==> src/lsm_pkg.sv <==
// shared constants for the line signal loss monitor
package lsm_pkg;
  // status bit positions
  localparam int STAT_BIT_COMBINED = 1;
  localparam int STAT_BIT_ANALOG = 4;
  localparam int STAT_BIT_DIGITAL = 5;
  localparam int STAT_WIDTH = 8;
  localparam logic [7:0] STAT_RESET = 8'h00;
  // digital detector timing in bit periods; clear density in percent
  localparam int ABSENT_DECLARE_BITS = 160;
  localparam int DENSITY_WINDOW_BITS = 24;
  localparam int DENSITY_PERCENT = 33;
  // line rate modes
  typedef enum logic [1:0] {
    LSM_MODE_DS3 = 2'b00,
    LSM_MODE_STS1 = 2'b01,
    LSM_MODE_E3 = 2'b10
  } lsm_mode_type;
endpackage : lsm_pkg

==> src/lsm_monitor.sv <==
// per-channel signal loss monitor: digital, analog and combined flags
// How it works
// - declare digital loss after 160 pulseless bits, in DS3 and STS-1 modes only
// - clear digital loss at density of 33 percent
// - digital flag on status bit 5, reset 0
// - analog flag set below declare threshold
// - analog flag clears only above clear threshold, or outside DS3 and STS-1 modes
// - analog flag on status bit 4, reset 0
// - combined loss is digital OR analog in DS3 and STS-1 modes
// - combined loss on status bit 1
// - E3 mode uses the G.775 detector input
`timescale 1ns/1ps
module lsm_monitor
  import lsm_pkg::*;
#(
  parameter int ABSENT_BITS = ABSENT_DECLARE_BITS,
  parameter int WINDOW_BITS = DENSITY_WINDOW_BITS
) (
  // clock and reset
  input wire logic clk_i,
  input wire logic nrst_i,
  // line side, from the recovery path
  input wire logic bit_en_i,
  input wire logic pulse_i,
  input wire logic amp_below_declare_i,
  input wire logic amp_above_clear_i,
  input wire logic g775_loss_i,
  input wire lsm_mode_type mode_i,
  // status
  output logic [STAT_WIDTH-1:0] status_o,
  output logic signal_loss_o
);

  localparam int CW = $clog2(ABSENT_BITS + 1);
  localparam int WW = $clog2(WINDOW_BITS + 1);
  localparam logic [WW-1:0] DENSITY_NEED = WW'((WINDOW_BITS * DENSITY_PERCENT + 99) / 100);

  typedef struct packed {
    logic [1:0] pin_sync;
    logic [1:0] clr_sync;
    logic [CW-1:0] absent_cnt;
    logic [WINDOW_BITS-1:0] window;
    logic [WW-1:0] ones;
    logic digital;
    logic analog;
    logic [STAT_WIDTH-1:0] status;
    logic loss;
  } lsm_state_type;

  lsm_state_type state;
  lsm_state_type next_state;

  function automatic logic is_ds3_like(input lsm_mode_type m);
    return (m == LSM_MODE_DS3) || (m == LSM_MODE_STS1);
  endfunction

  // running ones count after one bit enters and the oldest leaves
  function automatic logic [WW-1:0] ones_next(input logic [WW-1:0] ones, input logic add, input logic drop);
    return ones + WW'(add) - WW'(drop);
  endfunction

  always_comb begin
    logic pulse;
    logic combined;
    next_state = state;
    pulse = state.pin_sync[1];
    combined = 1'b0;
    // analog comparators are asynchronous to clk; two flops before use
    next_state.pin_sync = {state.pin_sync[0], amp_below_declare_i};
    next_state.clr_sync = {state.clr_sync[0], amp_above_clear_i};
    if (bit_en_i) begin
      if (pulse_i) begin
        next_state.absent_cnt = '0;
      end else if (state.absent_cnt != CW'(ABSENT_BITS)) begin
        next_state.absent_cnt = state.absent_cnt + CW'(1);
      end
      next_state.window = {state.window[WINDOW_BITS-2:0], pulse_i};
      next_state.ones = ones_next(state.ones, pulse_i, state.window[WINDOW_BITS-1]);
      if (is_ds3_like(mode_i)) begin
        if (!pulse_i && state.absent_cnt == CW'(ABSENT_BITS - 1)) begin
          next_state.digital = 1'b1;
        // clear on enough density
        // density counts the bit just taken, else clearing lags a bit
        end else if (state.digital && next_state.ones >= DENSITY_NEED) begin
          next_state.digital = 1'b0;
        end
      end else begin
        next_state.digital = 1'b0;
      end
    end
    if (!is_ds3_like(mode_i)) begin
      next_state.analog = 1'b0;
    end else if (pulse) begin
      next_state.analog = 1'b1;
    end else if (state.clr_sync[1]) begin
      next_state.analog = 1'b0;
    end
    if (mode_i == LSM_MODE_E3) begin
      combined = g775_loss_i;
    end else begin
      combined = state.digital | state.analog;
    end
    next_state.loss = combined;
    // bit 5; bit 4; bit 1
    next_state.status = STAT_RESET;
    next_state.status[STAT_BIT_DIGITAL] = state.digital;
    next_state.status[STAT_BIT_ANALOG] = state.analog;
    next_state.status[STAT_BIT_COMBINED] = combined;
  end

  always_ff @(posedge clk_i) begin
    if (!nrst_i) begin
      state <= '0;
    end else begin
      state <= next_state;
    end
  end

  assign status_o = state.status;
  assign signal_loss_o = state.loss;
endmodule // lsm_monitor

==> config.mk <==
export PLATFORM = sky130hd
export DESIGN_NAME = lsm_monitor
export DESIGN_NICKNAME = d
export VERILOG_FILES = /design/src/lsm_pkg.sv /design/src/lsm_monitor.sv
export SDC_FILE = /design/constraint.sdc
export NUM_CORES = 1
export LEC_CHECK = 0
export BUFFER_PORTS_ARGS = -buffer_cell sky130_fd_sc_hd__buf_2
export CORE_MARGIN = 2
export CORE_UTILIZATION = 45
export CTS_BUF_LIST = sky130_fd_sc_hd__clkbuf_16
export DETAILED_ROUTE_END_ITERATION = 6
export GPL_ROUTABILITY_DRIVEN = 0
export PLACE_DENSITY_LB_ADDON = 0.05
export SYNTH_ARGS = -nofsm -noshare
export SYNTH_HDL_FRONTEND = slang
export SYNTH_SLANG_ARGS = --single-unit
==> constraint.sdc <==
create_clock -name clk_i -period 2.6 [get_ports clk_i]
set_clock_uncertainty 0.15 [all_clocks]
set_input_delay 0.13 -clock clk_i [delete_from_list [all_inputs] [get_ports clk_i]]
set_output_delay 0.13 -clock clk_i [all_outputs]
set_load 0.01 [all_outputs]
Word-level counts from Yosys, hierarchy flattened. Cells that the tools add are included. W data, S select, Z words.

Logic and storage cells: 38. Register bits after elaboration: 52. Output and inout port bits: 9. Bits of input ports: 9.

Multiplexer cells: 8. $add $sub $neg: 3. Equal/unequal tests: 5. Bitwise operators: 1. Reduce and logical (&&, ||, !) cells: 10. $lt $le $gt $ge: 1.

Operators by type and width (number): $mux W8 (2); $add A8 B1 Y8 const B (1); $eq A8 B8 Y1 const B (1); $ne A8 B8 Y1 const B (1); $mux W1 (6); $reduce_and A2 Y1 (3); $add A5 B1 Y5 (1); $ge A5 B4 Y1 const B (1); $sub A5 B1 Y5 (1); $reduce_bool A2 Y1 (2); $ne A3 B3 Y1 const B (1); $eq A2 B1 Y1 const B (1); $eq A2 B2 Y1 const B (1); $logic_and A1 B1 Y1 (2); $logic_not A2 Y1 (1); $logic_not A1 Y1 (1); $logic_or A1 B1 Y1 (1); $or A1 B1 Y1 (1).

Longest topological paths before layout.
Word-level depth: 7. Mapped depth: 11. Mapped depth without buffers: 11.

Least setup slack after synthesis. OpenSTA, ideal clock, no wires.

Path type: register to register. Start: reg state[11] in the netlist's numbering. End: reg state[15] in the netlist's numbering. Cell stages (with the launch flop): 12. Arrival time: 2008 ps. Path slack: 372 ps. Required time: 2380 ps. Cell sequence: dfxtp_1 inv_1 ha_1 inv_1 ha_1 inv_1 fa_1 nand2b_4 a21oi_2 xnor2_1 or3_1 a21boi_1.

Longest elaborated chain between the ends: 2.

RTL lines: from (decl) (RTL line lsm_monitor.sv:50) `lsm_state_type state;`; from (signal assigned) (RTL line lsm_monitor.sv:115) `state <= next_state;`; $add A5 B1 Y5 (RTL line lsm_monitor.sv:59) `return ones + WW'(add) - WW'(drop);`; $sub A5 B1 Y5 (RTL line lsm_monitor.sv:59).

No other way between the ends. A chain may end at the register's enable or synchronous reset.

Final worst setup path. Ends and elaborated chain as after synthesis.

==> results by stage <==
CTS:
- The number of hold buffers added after CTS is 4.
- The clock transition at the registers of the reported paths is 0.06 ns.
- Counting the buffers created by CTS gives 5.
- The number of buffers on the longest clock path is 2.
- After clock tree synthesis, the repair step resized 0 gates.
- At the later pin of the worst-skew pair, clock insertion delay measures 0.28 ns.
- Counting every sink on the clock net gives 46.
- The H-tree depth is 2.
- The post-CTS repair timing setup buffer count is 0.
- TritonCTS built the clock tree.
- The cell chosen for the clock root is sky130_fd_sc_hd__clkbuf_16.

Synthesis:
- The most used flip-flop cell after synthesis is sky130_fd_sc_hd__dfxtp_1.
- Synthesis produced a netlist whose cell count is 198.
- The share of synthesized area in the top cell type comes to 46.3%.
- The share of the yosys chip area belonging to registers is 46.3%.
- Of all cell types, the one taking the most synthesized area is sky130_fd_sc_hd__dfxtp_1.
- After synthesis, the mean cell area works out to 10.0 um^2.
- Yosys mapped the design onto 35 distinct sky130hd cell types.
- By count the netlist is led by sky130_fd_sc_hd__dfxtp_1, sky130_fd_sc_hd__mux2i_1, sky130_fd_sc_hd__nor2b_1.
- In the synthesized netlist the async set-or-reset flop fraction comes to 0%.
- Synthesis inferred 46 register bits.
- The count of flip-flops with a built-in enable after synthesis is 0.
- Yosys instantiated no cell more often than sky130_fd_sc_hd__dfxtp_1.
- Sorting the synthesized cells by area gives the leading types as sky130_fd_sc_hd__dfxtp_1, sky130_fd_sc_hd__mux2i_1, sky130_fd_sc_hd__nor2b_1.
- The count of warnings emitted by yosys is 0.
- The post-synthesis cell area is 1990 um^2.

Setup path:
- The number of buffer and inverter stages on the critical path is 3.
- In this run the worst path has a maximum fanout of 3.
- For this run, the slowest stage of the critical path takes 0.37 ns.
- Among the stages of the critical path, the cell type that occurs most often is sky130_fd_sc_hd__inv_1.
- The gate family responsible for the most delay along the worst path is adder cells.
- STA puts the critical path data arrival time at 2.39 ns.
- STA puts the critical path data required time at 2.66 ns.
- The critical path goes through inv_1, ha_1, inv_1, ha_1, inv_1, fa_1, nand2b_4, a21oi_2, xnor2_1, or3_1, a21boi_1.
- Among all stages on the critical path, the largest delay is contributed by sky130_fd_sc_hd__fa_1.
- The worst setup path is launched from a flop.
- The endpoint type of the worst setup path is a flop.
- The critical path is of the flop to flop type.

Global route:
- The number of antenna violations at the first check in global routing came to 0.
- The first global-routing pass estimated 5100 um of wire.
- The number of global-route vias before repair is 1182.
- Entering global routing, the biggest net connects 40 pins.
- For this run the aggregate overflow at the end of global routing stands at 0.
- Global routing used 13.2% of the available tracks across all layers.

Floorplanning:
- Row generation in the floorplan step produced 24 rows.
- From bottom edge to top edge, the die measures 70.5 um.
- The number of ports placed on the die boundary is 18.
- The effective utilization at floorplan is 46.3%.
- The horizontal die dimension is 70.5 um.
- The die covers 4970 um^2.
- The total core area is 4290 um^2.

Detailed routing:
- The detail route stage leaves a number of antenna-violating nets equal to 0.
- The number of remaining DRC errors is 0.
- The vias after detailed routing is 1273.
- After detailed routing, the number of vias per cell comes to 4.84.
- After detailed routing, the average wire length per cell comes to 11.1 um.
- Wires add up to 2920 um.
- The number of violations reported at the end of detailed-routing iteration 0 is 72.
- The first TritonRoute pass finished after 4 iterations.

Cells and area:
- 0 antenna diodes ended up in the layout.
- The number of nets in the layout is 227.
- With fillers left out, the area of the finished cells amounts to 2220 um^2.
- Cells with a size suffix above 1 make up 9.95% of the layout.
- The count of filler cells inserted in the layout is 401.
- Compared with the post-synthesis result, the final layout area differs by 11.6%.
- The count of non-filler cells in the finished layout is 263.

Power:
- The sequential share of power is 49.8%.
- Overall power consumption after layout is estimated at 1480 uW.
- The combinational power share is 10.7%.
- The worst-case IR drop observed on VDD is 0.419 mV.
- In this run the power spent charging and discharging nets is 332 uW.
- The clock network is responsible for 39.5% of the overall power.
- Power spread over the standard cell area amounts to 667 nW/um^2.
- The internal power contribution is 1150 uW.
- Of the total power, the share spent switching nets is 22.4%.
- The total leakage power is 0.000955 uW.

Timing:
- For the pin with the worst max-slew slack, the measured transition is 0.527 ns.
- The least setup slack across all paths after layout is 0.267 ns.
- Setup total negative slack on the finished layout was measured at 0 ns.
- Setup repair after global routing left no endpoint under its margin.
- The final critical delay including setup and external delays is 2.33 ns.
- Setup violations remaining at the end of the flow were counted as 0.
- The worst pin sits at a relative slew slack of 64.9%.
- The count of endpoints failing hold in the final timing report is 0.
- The share of the cycle needed by the critical path after routing is 89.7%.
- The final-report max-slew violation count came to 0.
- Static timing analysis puts the maximum clock frequency at 0.429 GHz.

Run status:
- The run finished with clean final reports.

Min path:
- The worst hold path belongs to the class primary input to flop.

Placed design:
- In this run the cell area measured after placement is 2040 um^2.
- The number of instances in the placed design is 251.
- At the placement stage, the worst setup path has a slack of 0.254 ns.
- Summed over all nets, the half-perimeter wirelength after detailed placement is 1950 um.
- Port buffering added 12 buffers.

Run:
- Max-cap violations in this run came to 0.
[state kept, by name, summed over array words and instances (netlist names)]
| name | flops |
|---|---|
| status_o | 3 |
| next_state | 4 |
| state | 39 |
[worst paths after layout]
check                                     from  depth (start not counted)  slack [ns]   endpoint
worst max-delay path                 state[11]                         11        0.27  state[15]
worst min-delay path                   pulse_i                          3        0.04  state[16]
worst max register to register       state[11]                         11        0.27  state[15]
worst min register to register  next_state[49]                          1        0.28  state[49]
[worst min-delay path, cell delays in order]
cell	delay (ns)
sky130_fd_sc_hd__buf_2	0.12
sky130_fd_sc_hd__nand2_1	0.08
sky130_fd_sc_hd__a21boi_0	0.08
[metal layers]
| layer | share of wire (%) | global-route usage [%] | up-vias |
|---|---|---|---|
| li1 | - | - | 663 |
| met1 | 48 | 15.7 | 587 |
| met2 | 47 | 21.2 | 17 |
| met3 | 3.8 | 5.63 | 6 |
| met4 | 1.7 | 5.13 | 0 |
| met5 | 0 | 0 | - |
[cell usage in the layout (no fill, tap or decap), drive strengths merged]
| cell | n |
|---|---|
| nand4 | 2 |
| and4 | 1 |
| nor4b | 1 |
| buf | 13 |
| nor4bb | 1 |
| and2 | 6 |
| fa | 1 |
| a31oi | 1 |
| a21oi | 4 |
| nand2 | 7 |
| inv | 13 |
| mux2i | 25 |
| conb | 5 |
| and3 | 1 |
| xnor2 | 4 |
| nor2b | 25 |
| dfxtp | 46 |
| a32oi | 1 |
| a21o | 1 |
| nand3 | 4 |
| or3 | 1 |
| xor2 | 6 |
| clkbuf | 5 |
| o211a | 2 |
| clkinv | 2 |
| ha | 7 |
| dlygate4sd3 | 4 |
| a21boi | 2 |
| o41ai | 1 |
| nor3b | 2 |
| nor2 | 12 |
| nand2b | 3 |
| o21ai | 2 |
[final cells by class]
type / count / area [um^2] / share of cell area, %
clock inverter: 3 / 12.5 / 0.564
inverter: 12 / 45.0 / 2.03
multi-input combinational: 128 / 943 / 42.5
tap: 52 / 65.1 / 2.93
timing repair buffer: 17 / 108 / 4.85
clock buffer: 5 / 125 / 5.64
sequential: 46 / 921 / 41.5
[power by group through the flow]
stage | combinational [uW] | clock (uW) | sequential [uW]
after floorplan | 134 | 0 | 749
after CTS | 162 | 604 | 736
after global routing | 180 | 641 | 739
final | 159 | 584 | 737
after global placement | 151 | 0 | 751
after detailed placement | 156 | 0 | 752
[cell families (layout without fill, tap and decap cells)]
logic type / after synthesis / count (layout) / synth area share [%]
compound gates: 14 / 14 / 5.03
mux: 25 / 25 / 12.6
simple gates: 66 / 66 / 19.1
other cells: 1 / 5 / 0.188
xor+xnor: 10 / 10 / 4.40
buf+inv: 28 / 37 / 7.04
fa+ha+maj: 8 / 8 / 5.41
flops: 46 / 46 / 46.3
[stage by stage]
stage | util, % | hold WS (ns)
2_1_floorplan | - | 0.0561
3_3_place_gp | 47.6 | 0.189
3_5_place_dp | 47.6 | 0.190
4_1_cts | 51.7 | 0.0421
5_1_grt | 51.7 | 0.0583
6_report | 51.7 | 0.0414
(Power assumes the default switching activity.)
